### src/hw/pmx_pkg.sv
// Package with register map, field layout and carriers for the pad select controller.
package pmx_pkg;

    // Byte offsets of the three select registers on the register bus.
    localparam logic [7:0] OFF_CTRL_EIGHT = 8'h00;
    localparam logic [7:0] OFF_CTRL_NINE = 8'h04;
    localparam logic [7:0] OFF_CTRL_TEN = 8'h08;

    // Register index codes produced by the address decoder.
    localparam logic [1:0] IDX_NONE = 2'h0;
    localparam logic [1:0] IDX_EIGHT = 2'h1;
    localparam logic [1:0] IDX_NINE = 2'h2;
    localparam logic [1:0] IDX_TEN = 2'h3;

    // Width of one selection field and the reset value of every register.
    localparam int SEL_W = 3;
    localparam logic [31:0] CTRL_RESET = 32'h0000_0000;

    // Bits that hold selection fields; every other bit is reserved and reads zero.
    localparam logic [31:0] MASK_EIGHT = 32'h3FE0_703F;
    localparam logic [31:0] MASK_NINE = 32'h071C_7FC0;
    localparam logic [31:0] MASK_TEN = 32'h0000_003F;

    // Fields of register nine that are cleared in compatibility mode only with the strap high.
    localparam logic [31:0] STRAP_FIELDS_NINE = 32'h071C_0000;

    // Field positions (least significant bit) in register eight.
    localparam int LSB_PORT3_CLKREQ = 27;
    localparam int LSB_SERIF1_DOUT = 24;
    localparam int LSB_PORT1_TX = 21;
    localparam int LSB_PORT1_RTS = 12;
    localparam int LSB_BPORT3_CLK = 3;
    localparam int LSB_HOST_RESET = 0;

    // Field positions in register nine.
    localparam int LSB_CARD_DATA1 = 24;
    localparam int LSB_CARD_DATA2 = 18;
    localparam int LSB_SLOW_CLOCK = 12;
    localparam int LSB_SERIF1_DIN = 9;
    localparam int LSB_SERIF1_BCLK = 6;

    // Field positions in register ten.
    localparam int LSB_SERIF1_SYNC = 3;
    localparam int LSB_PORTS_BCLK = 0;

    // AHB transfer type that starts a transfer (NONSEQ or SEQ have bit 1 set).
    localparam int HTRANS_ACTIVE_BIT = 1;

    // Selection code for every pad, as driven to the pad multiplexers.
    typedef struct packed {
        logic [SEL_W-1:0] sel_port3_clock_request;
        logic [SEL_W-1:0] sel_serif1_data_out;
        logic [SEL_W-1:0] sel_port1_transmit;
        logic [SEL_W-1:0] sel_port1_request_to_send;
        logic [SEL_W-1:0] sel_buffered_port3_clock;
        logic [SEL_W-1:0] sel_host_reset_output;
        logic [SEL_W-1:0] sel_card_data1;
        logic [SEL_W-1:0] sel_card_data2;
        logic [SEL_W-1:0] sel_slow_clock_output;
        logic [SEL_W-1:0] sel_serif1_data_in;
        logic [SEL_W-1:0] sel_serif1_bit_clock;
        logic [SEL_W-1:0] sel_serif1_frame_sync;
        logic [SEL_W-1:0] sel_ports_bit_clock;
    } pmx_sel_type;

    // Maps a byte address to the index of the register it hits.
    function automatic logic [1:0] pmx_decode(input logic [31:0] addr);
        logic [1:0] idx;
        idx = IDX_NONE;
        if (addr[7:0] == OFF_CTRL_EIGHT) begin
            idx = IDX_EIGHT;
        end else if (addr[7:0] == OFF_CTRL_NINE) begin
            idx = IDX_NINE;
        end else if (addr[7:0] == OFF_CTRL_TEN) begin
            idx = IDX_TEN;
        end
        return idx;
    endfunction : pmx_decode

endpackage : pmx_pkg

### src/hw/pmx_ctrl.sv
// Top of the pad select controller: AHB-Lite slave, strap capture and three select registers.
//
// Overview of operation
// - Three-bit read/write fields, reset to zero.
// - Fields forced zero at reset and compatibility.
// - Card data fields forced only with strap high.
// - Register eight holds six pad select fields.
// - Register nine holds five pad select fields.
// - Register ten holds two low fields.
`timescale 1ns/1ps
`default_nettype none

module pmx_ctrl (
    // Clock, reset and clock enable.
    input wire logic hclk,
    input wire logic hresetn,
    input wire logic ce,
    // AHB-Lite slave port.
    input wire logic hsel,
    input wire logic [31:0] haddr,
    input wire logic [1:0] htrans,
    input wire logic hwrite,
    input wire logic [2:0] hsize,
    input wire logic [31:0] hwdata,
    input wire logic hready,
    output logic hreadyout,
    output logic hresp,
    output logic [31:0] hrdata,
    // Device mode and strap inputs.
    input wire logic compat_mode,
    input wire logic static_valid,
    // Selection codes to the pad multiplexers.
    output pmx_pkg::pmx_sel_type pad_sel,
    // Strap level as captured after reset.
    output logic strap_captured
);

    // Writes follow the AHB pipeline: the address phase is remembered here, and the register
    // loads at the first enabled edge of the data phase, because only then does hwdata stand.
    // Pending write from the previous address phase, and its target.
    logic wr_pend_q;
    logic wr_pend_d;
    logic [1:0] wr_idx_q;
    logic [1:0] wr_idx_d;
    // Registered read data.
    logic [31:0] rdata_q;
    logic [31:0] rdata_d;
    // Strap capture: armed after the first enabled edge past reset release.
    logic strap_armed_q;
    logic strap_armed_d;
    logic strap_q;
    logic strap_d;

    // Stored register values.
    logic [31:0] ctrl_eight;
    logic [31:0] ctrl_nine;
    logic [31:0] ctrl_ten;
    // Per-register force masks.
    logic [31:0] force_eight;
    logic [31:0] force_nine;
    logic [31:0] force_ten;

    // Address phase qualifiers.
    logic bus_active;
    logic read_hazard;

    // A transfer is taken when selected, active and the bus is ready.
    // Idle and busy transfer types leave every register alone.
    assign bus_active = hsel && htrans[pmx_pkg::HTRANS_ACTIVE_BIT] && hready;

    // A read that follows a write at once would see the old value, so it waits one cycle.
    assign read_hazard = wr_pend_q && hsel && htrans[pmx_pkg::HTRANS_ACTIVE_BIT] && !hwrite;

    // Ready is withheld while frozen or while the read hazard lasts; errors are never given.
    // The price of the hazard rule is one wait state on a read placed right behind a write,
    // which is cheaper than a bypass path from hwdata to the read multiplexer.
    assign hreadyout = ce && !read_hazard;
    // Every access ends with an OKAY response, unmapped ones included.
    assign hresp = 1'b0;
    // Read data comes from a flip-flop, so it holds through the whole data phase.
    assign hrdata = rdata_q;

    // Compatibility mode clears every field; the card data fields only when the strap was high.
    always_comb begin
        // Registers eight and ten have no strap dependent field.
        force_eight = compat_mode ? pmx_pkg::MASK_EIGHT : pmx_pkg::CTRL_RESET;
        force_ten = compat_mode ? pmx_pkg::MASK_TEN : pmx_pkg::CTRL_RESET;
        // Outside compat mode nothing is forced and writes land as given.
        force_nine = pmx_pkg::CTRL_RESET;
        if (compat_mode) begin
            // The three plain fields of register nine are always cleared.
            force_nine = pmx_pkg::MASK_NINE & ~pmx_pkg::STRAP_FIELDS_NINE;
            if (strap_q) begin
                // With the strap seen high the card data fields are cleared as well.
                force_nine = pmx_pkg::MASK_NINE;
            end
        end
    end

    // Bus next state: capture writes, sample reads, catch the strap once.
    always_comb begin
        // A pending write lives for exactly one enabled cycle.
        wr_pend_d = 1'b0;
        // The target and the read data hold until a new transfer replaces them.
        wr_idx_d = wr_idx_q;
        rdata_d = rdata_q;
        // Once armed, the strap latch stays armed until the next reset.
        strap_armed_d = 1'b1;
        strap_d = strap_q;
        // The strap is taken on the first enabled edge after reset release.
        if (!strap_armed_q) begin
            strap_d = static_valid;
        end
        if (bus_active && hreadyout) begin
            // A write only notes its target now; its data arrives in the next cycle.
            if (hwrite) begin
                wr_pend_d = 1'b1;
                wr_idx_d = pmx_pkg::pmx_decode(haddr);
            end else begin
                // Unmapped addresses read as zero; reserved bits are never stored.
                unique case (pmx_pkg::pmx_decode(haddr))
                    pmx_pkg::IDX_EIGHT: rdata_d = ctrl_eight;
                    pmx_pkg::IDX_NINE: rdata_d = ctrl_nine;
                    pmx_pkg::IDX_TEN: rdata_d = ctrl_ten;
                    pmx_pkg::IDX_NONE: rdata_d = pmx_pkg::CTRL_RESET;
                endcase
            end
        end
    end

    // Bus and strap registers; frozen while the clock enable is low.
    always_ff @(posedge hclk or negedge hresetn) begin
        if (!hresetn) begin
            // Reset drops any half-done write and disarms the strap latch.
            wr_pend_q <= 1'b0;
            wr_idx_q <= pmx_pkg::IDX_NONE;
            rdata_q <= pmx_pkg::CTRL_RESET;
            strap_armed_q <= 1'b0;
            strap_q <= 1'b0;
        end else if (ce) begin
            // With the enable low a pending write simply waits, since ready is low too.
            wr_pend_q <= wr_pend_d;
            wr_idx_q <= wr_idx_d;
            rdata_q <= rdata_d;
            strap_armed_q <= strap_armed_d;
            strap_q <= strap_d;
        end
    end

    // The captured strap is shown so that software and tests can see which rule applies.
    assign strap_captured = strap_q;

    // The three registers share the write data; the write enables, field masks and force masks differ, and
    // each enable is the registered address phase, so a write never sees a stale target.
    // Register eight: six pad select fields.
    pmx_sel_reg #(
        .FIELD_MASK(pmx_pkg::MASK_EIGHT)
    ) u_ctrl_eight (
        .hclk(hclk),
        .hresetn(hresetn),
        .ce(ce),
        .wr_en(wr_pend_q && (wr_idx_q == pmx_pkg::IDX_EIGHT)),
        .wr_data(hwdata),
        .force_mask(force_eight),
        .value(ctrl_eight)
    );

    // Register nine: five pad select fields, two of them strap dependent.
    pmx_sel_reg #(
        .FIELD_MASK(pmx_pkg::MASK_NINE)
    ) u_ctrl_nine (
        .hclk(hclk),
        .hresetn(hresetn),
        .ce(ce),
        .wr_en(wr_pend_q && (wr_idx_q == pmx_pkg::IDX_NINE)),
        .wr_data(hwdata),
        .force_mask(force_nine),
        .value(ctrl_nine)
    );

    // Register ten: two fields in the low six bits.
    pmx_sel_reg #(
        .FIELD_MASK(pmx_pkg::MASK_TEN)
    ) u_ctrl_ten (
        .hclk(hclk),
        .hresetn(hresetn),
        .ce(ce),
        .wr_en(wr_pend_q && (wr_idx_q == pmx_pkg::IDX_TEN)),
        .wr_data(hwdata),
        .force_mask(force_ten),
        .value(ctrl_ten)
    );

    // Extracts one selection field from a stored register word.
    // Kept as a function so that every pad takes its code in the same way.
    function automatic logic [pmx_pkg::SEL_W-1:0] field_at(
        input logic [31:0] word,
        input int lsb
    );
        return word[lsb +: pmx_pkg::SEL_W];
    endfunction : field_at

    // Pad routing comes straight from the stored fields, so it changes one cycle after a write.
    // No extra register sits on the codes: a pad switches at the edge that loads its field.
    always_comb begin
        // Register eight.
        pad_sel.sel_port3_clock_request = field_at(ctrl_eight, pmx_pkg::LSB_PORT3_CLKREQ);
        pad_sel.sel_serif1_data_out = field_at(ctrl_eight, pmx_pkg::LSB_SERIF1_DOUT);
        pad_sel.sel_port1_transmit = field_at(ctrl_eight, pmx_pkg::LSB_PORT1_TX);
        pad_sel.sel_port1_request_to_send = field_at(ctrl_eight, pmx_pkg::LSB_PORT1_RTS);
        pad_sel.sel_buffered_port3_clock = field_at(ctrl_eight, pmx_pkg::LSB_BPORT3_CLK);
        pad_sel.sel_host_reset_output = field_at(ctrl_eight, pmx_pkg::LSB_HOST_RESET);
        // Register nine.
        pad_sel.sel_card_data1 = field_at(ctrl_nine, pmx_pkg::LSB_CARD_DATA1);
        pad_sel.sel_card_data2 = field_at(ctrl_nine, pmx_pkg::LSB_CARD_DATA2);
        pad_sel.sel_slow_clock_output = field_at(ctrl_nine, pmx_pkg::LSB_SLOW_CLOCK);
        pad_sel.sel_serif1_data_in = field_at(ctrl_nine, pmx_pkg::LSB_SERIF1_DIN);
        pad_sel.sel_serif1_bit_clock = field_at(ctrl_nine, pmx_pkg::LSB_SERIF1_BCLK);
        // Register ten.
        pad_sel.sel_serif1_frame_sync = field_at(ctrl_ten, pmx_pkg::LSB_SERIF1_SYNC);
        pad_sel.sel_ports_bit_clock = field_at(ctrl_ten, pmx_pkg::LSB_PORTS_BCLK);
    end

endmodule : pmx_ctrl

`default_nettype wire

### src/hw/pmx_sel_reg.sv
// One select register: masked write, reset to zero and forced clearing.
`timescale 1ns/1ps
`default_nettype none

module pmx_sel_reg #(
    parameter logic [31:0] FIELD_MASK = 32'hFFFF_FFFF
) (
    // Clock, reset and clock enable.
    input wire logic hclk,
    input wire logic hresetn,
    input wire logic ce,
    // Write strobe and data from the bus slave.
    input wire logic wr_en,
    input wire logic [31:0] wr_data,
    // Bits that must be held at zero this cycle.
    input wire logic [31:0] force_mask,
    // Stored register value.
    output logic [31:0] value
);

    // Current and next stored value; reserved bits are never stored.
    logic [31:0] value_q;
    logic [31:0] value_d;

    // Next value: a write loads the fields, and forcing overrides any write.
    always_comb begin
        value_d = value_q;
        if (wr_en) begin
            value_d = wr_data & FIELD_MASK;
        end
        value_d = value_d & ~force_mask;
    end

    // State register; the reset takes the constant reset value.
    always_ff @(posedge hclk or negedge hresetn) begin
        if (!hresetn) begin
            value_q <= pmx_pkg::CTRL_RESET;
        end else if (ce) begin
            value_q <= value_d;
        end
    end

    assign value = value_q;

endmodule : pmx_sel_reg

`default_nettype wire

### config.mk
export PLATFORM = sky130hd
export DESIGN_NAME = pmx_ctrl
export DESIGN_NICKNAME = d
export VERILOG_FILES = /design/src/hw/pmx_pkg.sv /design/src/hw/pmx_ctrl.sv /design/src/hw/pmx_sel_reg.sv
export SDC_FILE = /design/constraint.sdc
export NUM_CORES = 1
export LEC_CHECK = 0
export ABC_AREA = 1
export BUFFER_PORTS_ARGS = -buffer_cell sky130_fd_sc_hd__buf_4
export CAP_MARGIN = 5
export CELL_PAD_IN_SITES_DETAIL_PLACEMENT = 0
export CELL_PAD_IN_SITES_GLOBAL_PLACEMENT = 1
export CORE_MARGIN = 2
export CORE_UTILIZATION = 35
export CTS_CLUSTER_SIZE = 10
export DETAILED_ROUTE_END_ITERATION = 8
export GPL_TIMING_DRIVEN = 0
export PLACE_DENSITY_LB_ADDON = 0.15
export SKIP_LAST_GASP = 1
export SLEW_MARGIN = 0
export SYNTH_ARGS = -nofsm -noshare
export SYNTH_HDL_FRONTEND = slang
export SYNTH_SLANG_ARGS = --single-unit
### constraint.sdc
create_clock -name hclk -period 2.72 [get_ports hclk]
set_input_delay 0.408 -clock hclk [delete_from_list [all_inputs] [get_ports hclk]]
set_output_delay 0.408 -clock hclk [all_outputs]
set_load 0.005 [all_outputs]
==> run metrics, run 1 <==
Worst Reg-to-Reg Cells=5; TritonCTS Sinks=71; multi-input logic area=approximately 1200 um^2; PostCTS Resize Cnt=0; Root Buffer=clkbuf_8; Final TNS setup=0 ns; Diodes inserted=0; RSZ-0062 raised after global routing=false; Distinct cells, synth=16; actual slew at the worst max-slew pin=roughly 0.92 ns; slowest stage delay, CP=just over 0.3 ns; IO Port Bufs=about 110; Vias/cell=approximately 4.8; fmax=between 0.5 and 0.6 GHz; Crit Path Class=input pin to output port; Rows=34; synth-to-layout area growth=36.3%; Final period util=between 60% and 70%; fin cells=between 600 and 700; Peak VDD IR=~0.17 mV; max_cap viols=0; Final ANT Viol Nets=0; Worst Hold Class=input pin to async pin; via count=roughly 3k; initial antenna violation count=0; dominant cells by area after synthesis=dfrtp_1, nand2_1, o21ai_0; RR Endpoint=hrdata[10]; CTS tree=done; Clock Latency Late Sink=roughly 0.34 ns; r2r setup slk=~1.1 ns; register area share after synthesis=between 50% and 60%; clk buf depth=2; syn_area_per_cell=roughly 8.2 um^2; Worst path slowest cell=buf_2; family with the most delay on the worst path=buffers and inverters; first-pass GRT wire length=14800 um; fin crit period=~1.8 ns; gr ovfl total=0; Synth Warn #=0; LEAKAGE=2.40 nW; layout cells sized above 1=28.2%; outcome=completed; Die W=between 90 and 100 um; final setup vio count=0; crit path DAT=approximately 1.4 ns; largest net degree at the start of global routing=between 70 and 80; Core Box Area=between 8000 and 9000 um^2; First DRT Iteration DRCs=between 150 and 200; Req. time, crit path=2.31 ns; overall power=2.03 mW; Post-CTS Setup Bufs=0; CP bufs+invs=5; routed length per instance=around 15 um; PD cells=around 470 nW/um^2; cell taking the most area after synthesis=dfrtp_1; clk slew on worst S/H paths=roughly 0.070 ns; HPWL Detailed=between 6000 and 7000 um; First-pass DRT Iterations=4; die area=between 9000 and 10000 um^2; CP Launch Type=input pin; cells along the critical path=buf_4, inv_2, buf_2, buf_2, a21oi_1, buf_4; register area=1780 um^2; area share of the largest cell type after synthesis=a little under three fifths; worst r2r src=wr_pend_q; fill count=about 920; placed insts=611; Hold Vio Cnt, Final=0; Post-route DRC=0; Final Max Slew Viols=0; crit-path max FO=10; Placer Congestion=around 0.79; synthesized instance count=387; # H-tree levels=3; final wirelength=roughly 9400 um; CP Capture Type=output port; cts hold-fix bufs=0; vias in the first global route=between 2k and 3k; Layout Skew=between 0.009 and 0.01 ns; Post-Syn Area=3170 um^2; die span in y=about 99 um; IO Count=between 150 and 200; Layout Nets=591; slew margin rel.=38.9%; GR Util All Layers=19.5%; Num CTS Buffers=9; synthesis-stage register bit count=just over 70; Starting Density=between 30% and 40%
==> metrics by stage <==
stage,hold WS (ns),utilization [%],cell area (um^2),setup WS (ns)
floorplan,0.112,-,3190,1.37
finish,0.171,49.3,4320,0.880
CTS,0.224,49.3,4320,0.880
global placement,0.436,47.4,4160,0.877
global route,0.251,49.3,4320,0.826
detailed placement,0.439,47.4,4160,0.883
==> report_power, final <==
group          total [mW]  switching [mW]  internal [mW]
sequential           1.10          0.0209           1.08
combinational       0.188           0.102         0.0864
clock               0.746           0.375          0.371
==> worst max-delay path by stage <==
stage	start	to	slack [ns]	cells past startpoint
floorplan	ce	hreadyout	1.37	4
global placement	ce	hreadyout	0.88	6
detailed placement	ce	hreadyout	0.88	6
CTS	ce	hreadyout	0.88	6
global route	ce	hreadyout	0.83	6
finish	ce	hreadyout	0.88	6
==> kinds of logic after synthesis <==
family          count (synthesis)  synth area share [%]
compound gates                 58                  9.16
buf+inv                        46                  6.79
flops                          71                  56.1
other cells                     1                 0.118
simple gates                  211                  27.8
==> sequential cells by signal (all words and copies together), names as in the netlist <==
name / cells
hrdata: 27
strap_armed_q: 1
strap_captured: 1
u_ctrl_eight.value: 18
u_ctrl_nine.value: 15
u_ctrl_ten.value: 6
wr_idx_q: 2
wr_pend_q: 1
==> synthesized netlist by cell type <==
cell type  number
nor2_2          1
nand4_1         3
o21ai_0        50
buf_2          10
nor2_1         61
buf_4           8
nand3_1        23
clkbuf_1        7
conb_1          1
dfrtp_1        71
nor3_1         21
inv_2           2
nor3_4          2
inv_1          19
a21oi_1         8
nand2_1       100
==> metal layers <==
metal	vias to the layer above	GRT usage (%)	wire length (um)
li1	1491	-	-
met1	1386	28.8	4420
met2	98	28.8	4280
met3	15	3.09	559
met4	0	7.80	165
met5	-	0	0
==> worst register-to-register path, delay by kind of cell, from the launching register on <==
family          cells  cell delay [ns]
compound gates      1             0.08
buf+inv             1             0.39
flops               1             0.43
simple gates        3             0.61
==> area by class of cell <==
type	instances	area share (%)
Multi-Input combinational cell	275	27.7
Clock inverter	1	0.116
Sequential cell	71	41.1
Clock buffer	13	3.68
Tap cell	108	3.13
Inverter	21	1.83
Buffer	25	3.16
Timing Repair Buffer	111	19.3
==> layout by cell type, fill, tap and decap left out, types with 2 or more instances in the layout <==
master    count
buf_4       119
buf_2        10
clkbuf_1      9
inv_2         2
o21ai_0      50
a21oi_1       8
nor3_1       21
dfrtp_1      71
nand4_1       3
inv_1        19
nor3_4        2
nor2_1       61
nand3_1      23
conb_1        6
nand2_1     100
clkbuf_8     11
Power figures use the tool's default switching activity.
==> inputs of run 2 (changes only) <==
CORE_UTILIZATION = 32   (was 35)
clock period = 1.9 ns   (was 2.72 ns; I/O delays follow)
==> run 2 against run 1 <==
  * Register-to-register slack worse by 0.81 ns
  * Non-clock buffer count unchanged
  * Clock power grew 96%
  * Clock skew increased by 0.0052 ns
  * Largest power group unchanged
  * Sequential power increased by 44%
  * Final cell count increased by 4.3%
  * Final area grew 2.4%
  * Global-route usage is 0.88 points lower
  * Largest cell class unchanged
==> run metrics, run 2 (synthesis gave the netlist of run 1 again) <==
First-pass DRT Iterations=5; layout cells sized above 1=28.5%; Int Power=2.54 mW; Die W=between 100 and 150 um; Worst Reg-to-Reg Cells=6; Rows=36; final setup vio count=0; WHS=0.0615 ns; Final Max Slew Viols=0; CP Launch Type=flip-flop; RSZ-0062 raised after global routing=false; largest net degree at the start of global routing=slightly above 70; P_sw=around 0.76 mW; max_cap viols=0; CTS tree=done; fin crit period=1.65 ns; Post-CTS Setup Bufs=0; CP Capture Type=flip-flop; clk buf depth=2; routed length per instance=between 10 and 15 um; sw frac=roughly 23%; slew margin rel.=a little under two fifths; synth-to-layout area growth=39.7%; Layout Nets=591; vias in the first global route=approximately 3.1k; Layout Skew=between 0.01 and 0.015 ns; PD cells=around 750 nW/um^2; Hold Vio Cnt, Final=0; max reg flops=27; Starting Density=approximately a third; Diodes inserted=0; worst r2r src=wr_pend_q; Vias/cell=~4.7; r2r setup slk=around 0.25 ns; PostCTS Resize Cnt=0; RR Endpoint=hrdata[12]; HPWL Detailed=7000 um; Peak VDD IR=0.387 mV; IO Count=approximately 150; commonest non-fill, non-tap cell in the layout=buf_4; TritonCTS Sinks=between 70 and 80; Root Buffer=clkbuf_8; Crit Path Class=flip-flop to flip-flop; via count=3050; fmax=0.608 GHz; placed insts=636; Flop pwr share=47.7%; LEAKAGE=about 2.4 nW; Core Box Area=between 9000 and 10000 um^2; Placer Congestion=0.820; Final ANT Viol Nets=0; Worst Hold Class=input pin to async pin; Final TNS setup=0 ns; gr ovfl total=0; die area=approximately 11000 um^2; crit-path max FO=10; cts hold-fix bufs=0; clock power share=about 44%; Req. time, crit path=between 2 and 2.5 ns; actual slew at the worst max-slew pin=0.937 ns; commonest non-fill, non-tap cells in the layout=buf_4, nand2_1, dfrtp_1, nor2_1, o21ai_0; Setup WS post-layout=about 0.25 ns; outcome=completed; clk slew on worst S/H paths=around 0.080 ns; final wirelength=approximately 9700 um; IO Port Bufs=roughly 110; Comb pwr share=under 10%; die span in y=around 100 um; Placement Setup Slack=~0.13 ns; GR Util All Layers=between 10% and 20%; Post-route DRC=0; Clock Latency Late Sink=~0.34 ns; First DRT Iteration DRCs=roughly 140; fin cells=between 600 and 700; initial antenna violation count=0; Num CTS Buffers=9; # H-tree levels=3; Final period util=around 87%; first-pass GRT wire length=approximately 16000 um; crit path DAT=slightly below 2 ns
run 2: cell count changes in the layout (fill, tap and decap cells not counted):
cell        before  now
bufinv_16        0    3
clkinv_2         1    0
clkinv_4         0    1
clkbuf_8        11    9
clkinvlp_4       0    1
run 2: layout make-up:
class / count / area (um^2)
clock inverters: 5 / 106
well taps: 133 / 166
repair buffers: 111 / 833
inverters: 21 / 78.8
fillers: 1039 / 5260
flip-flops and latches: 71 / 1780
multi-input cells: 275 / 1190
clock buffers: 11 / 131
plain buffers: 25 / 136
run 2: worst max-delay path by stage:
| stage | slack [ns] | to | start | depth (start not counted) |
|---|---|---|---|---|
| detailed placement | 0.13 | hrdata[26] | haddr[1] | 9 |
| global placement | 0.13 | hrdata[26] | haddr[0] | 9 |
| CTS | 0.20 | hrdata[12] | wr_pend_q | 6 |
| finish | 0.25 | hrdata[12] | wr_pend_q | 6 |
| global route | 0.10 | hrdata[12] | wr_pend_q | 6 |
| floorplan | 0.74 | u_ctrl_eight.value[13] | wr_idx_q[1] | 6 |
run 2: power groups by stage:
stage	logic, mW	registers (mW)	clock network, mW
6_report	0.271	1.58	1.46
5_1_grt	0.302	1.58	1.55
3_5_place_dp	0.275	1.61	0
4_1_cts	0.276	1.58	1.48
3_3_place_gp	0.272	1.60	0
2_1_floorplan	0.0906	1.60	0
run 2: metrics by stage:
stage / cell area, um^2 / util (%) / total power, mW
finish: 4420 / 45.7 / 3.30
CTS: 4420 / 45.7 / 3.34
global placement: 4190 / 43.2 / 1.88
floorplan: 3190 / - / 1.69
global route: 4420 / 45.7 / 3.43
detailed placement: 4190 / 43.2 / 1.88
run 2: worst max-delay path, cell delays in order, from the launching register on:
cell and delay (ns):
dfrtp_1 0.43, nand3_1 0.11, nand4_1 0.39, inv_1 0.26
buf_2 0.24, nand2_1 0.09, nand2_1 0.06
run 2: metal layers:
layer	up-vias	part of all wire, %	track usage [%]
met2	93	48	30.9
met3	10	5.6	4.15
met5	-	0	0
met1	1461	45	24.6
met4	0	1.1	5.31
li1	1486	-	-
==> inputs of run 3 (changes only) <==
CELL_PAD_IN_SITES_DETAIL_PLACEMENT = unset   (was 0)
CELL_PAD_IN_SITES_GLOBAL_PLACEMENT = unset   (was 1)
CORE_UTILIZATION = 46   (was 32)
SLEW_MARGIN = 20   (was 0)
==> run 3 against run 2 <==
  * Final area shrank 1.9%
  * Critical path depth down 1
  * Clock-buffer cell count fell by 1
  * Hold slack worse by 0.0090 ns
  * Clock power is 9% lower
  * Via count down 0.79%
  * Highest routed layer unchanged
  * Register-to-register slack better by 0.06 ns
  * Critical endpoint is now hrdata[19]
  * Largest power group unchanged
  * Setup slack improved by 0.061 ns
  * Utilization rose by 19 points
==> run metrics, run 3 (synthesis gave the netlist of run 1 again) <==
max reg flops=27; outcome=completed; clk buf depth=2; WL met1=about 3800 um; cts hold-fix bufs=0; Diodes inserted=0; Root Buffer=clkbuf_8; Starting Density=47.2%; commonest non-fill, non-tap cells in the layout=buf_4, nand2_1, dfrtp_1, nor2_1, o21ai_0; commonest non-fill, non-tap cell in the layout=buf_4; Comb pwr share=under 10%; first-pass GRT wire length=around 14000 um; Int Power=~2.4 mW; P_sw=around 0.73 mW; GR Util All Layers=a little under a quarter; Req. time, crit path=between 2 and 2.5 ns; highest routed layer=met4; routed length per instance=between 10 and 15 um; Rows=30; overall power=3.17 mW; fin cells=roughly 600; gr ovfl total=0; Peak VDD IR=around 0.44 mV; synth-to-layout area growth=37.0%; largest net degree at the start of global routing=72; crit-path max FO=10; Post-CTS Setup Bufs=0; Final Max Slew Viols=0; clk slew on worst S/H paths=~0.070 ns; die area=~7600 um^2; Post-route DRC=0; fill count=between 600 and 700; register area=between 1500 and 2000 um^2; Flop pwr share=49.7%; final wirelength=roughly 9000 um; Worst path slowest cell=dfrtp_1; final setup vio count=0; Placement Setup Slack=between 0.3 and 0.4 ns; initial antenna violation count=0; HPWL Detailed=just over 6000 um; sw frac=between 20% and 30%; actual slew at the worst max-slew pin=just under 0.9 ns; final non-filler cell area=around 4300 um^2; Core Box Area=approximately 6700 um^2; clock power share=41.9%; Final TNS setup=0 ns; Final period util=between 80 and 90%; Crit Path Class=flip-flop to flip-flop; Hold Vio Cnt, Final=0; Final ANT Viol Nets=0; PostCTS Resize Cnt=0; crit path DAT=1.79 ns; CP Capture Type=flip-flop; WHS=0.0525 ns; fin crit period=1.58 ns; IO Port Bufs=approximately 110; Util after Layout=between 60 and 70%; layout cells sized above 1=between 20% and 30%; die span in y=between 80 and 90 um; Vias/cell=5.05; # H-tree levels=3; First-pass DRT Iterations=4; routed length on met2=4030 um; slowest stage delay, CP=0.43 ns; First DRT Iteration DRCs=about 200; IO Count=151; Die W=~87 um; slew margin rel.=41.5%; vias in the first global route=~2.8k; cells along the critical path=nand3_1, nand4_1, buf_2, nand2_1, o21ai_0; PD cells=about 730 nW/um^2; Worst Hold Class=input pin to async pin; multi-input logic area=between 1000 and 1500 um^2; TritonCTS Sinks=just over 70; DP Area=approximately 4100 um^2; Layout Nets=591; LEAKAGE=2.43 nW; placed insts=583; Num CTS Buffers=9; Setup WS post-layout=0.315 ns; wire length on met3=between 700 and 800 um; via count=3026; Placer Congestion=about 0.85; RSZ-0062 raised after global routing=false; Layout Skew=between 0.004 and 0.005 ns; Clock Latency Late Sink=between 0.3 and 0.4 ns; max_cap viols=0; CTS tree=done; CP Launch Type=flip-flop; fmax=approximately 0.63 GHz
## run 3: changes by cell type in the layout (fill, tap and decap cells not counted)
cell        delta
clkinv_2       +3
clkbuf_1       -2
bufinv_16      -1
clkbuf_8       +1
clkinvlp_4     -1
## run 3: final timing paths
kind,slack (ns),cells after the start,from,end
setup / recovery,0.32,5,wr_pend_q,hrdata[19]
hold / removal,0.05,1,hresetn,hrdata[23]
setup reg to reg,0.32,5,wr_pend_q,hrdata[19]
hold reg to reg,0.46,2,strap_armed_q,strap_armed_q
max in group asynchronous,1.28,1,hresetn,hrdata[25]
min in group hclk,0.18,3,hwdata[6],u_ctrl_nine.value[6]
## run 3: layer usage
metal | GRT usage (%) | vias up
li1 | - | 1486
met1 | 33.5 | 1392
met2 | 36.2 | 129
met3 | 3.98 | 19
met4 | 11.4 | 0
met5 | 0 | -
## run 3: cell type report
cell class	instances	area share, %
buffer	25	3.14
clock buffer	10	3.17
clock inverter	6	1.93
inverter	21	1.82
multi-input combinational	275	27.5
sequential	71	40.9
tap	80	2.31
timing repair buffer	111	19.2
## run 3: worst max-delay path: cells and delay by family (launching register included)
family	cells	cell delay (ns)
DFF	1	0.43
buffers and inverters	1	0.36
and+or+nand+nor	3	0.59
AOI/OAI and AO/OA	1	0.08
## run 3: power by group through the flow
stage                     logic, mW  clock network (mW)  registers [mW]
final                         0.266                1.33            1.57
after global routing          0.295                1.42            1.58
after CTS                     0.269                1.35            1.57
after detailed placement      0.267                   0            1.60
after global placement        0.263                   0            1.60
after floorplan              0.0906                   0            1.60
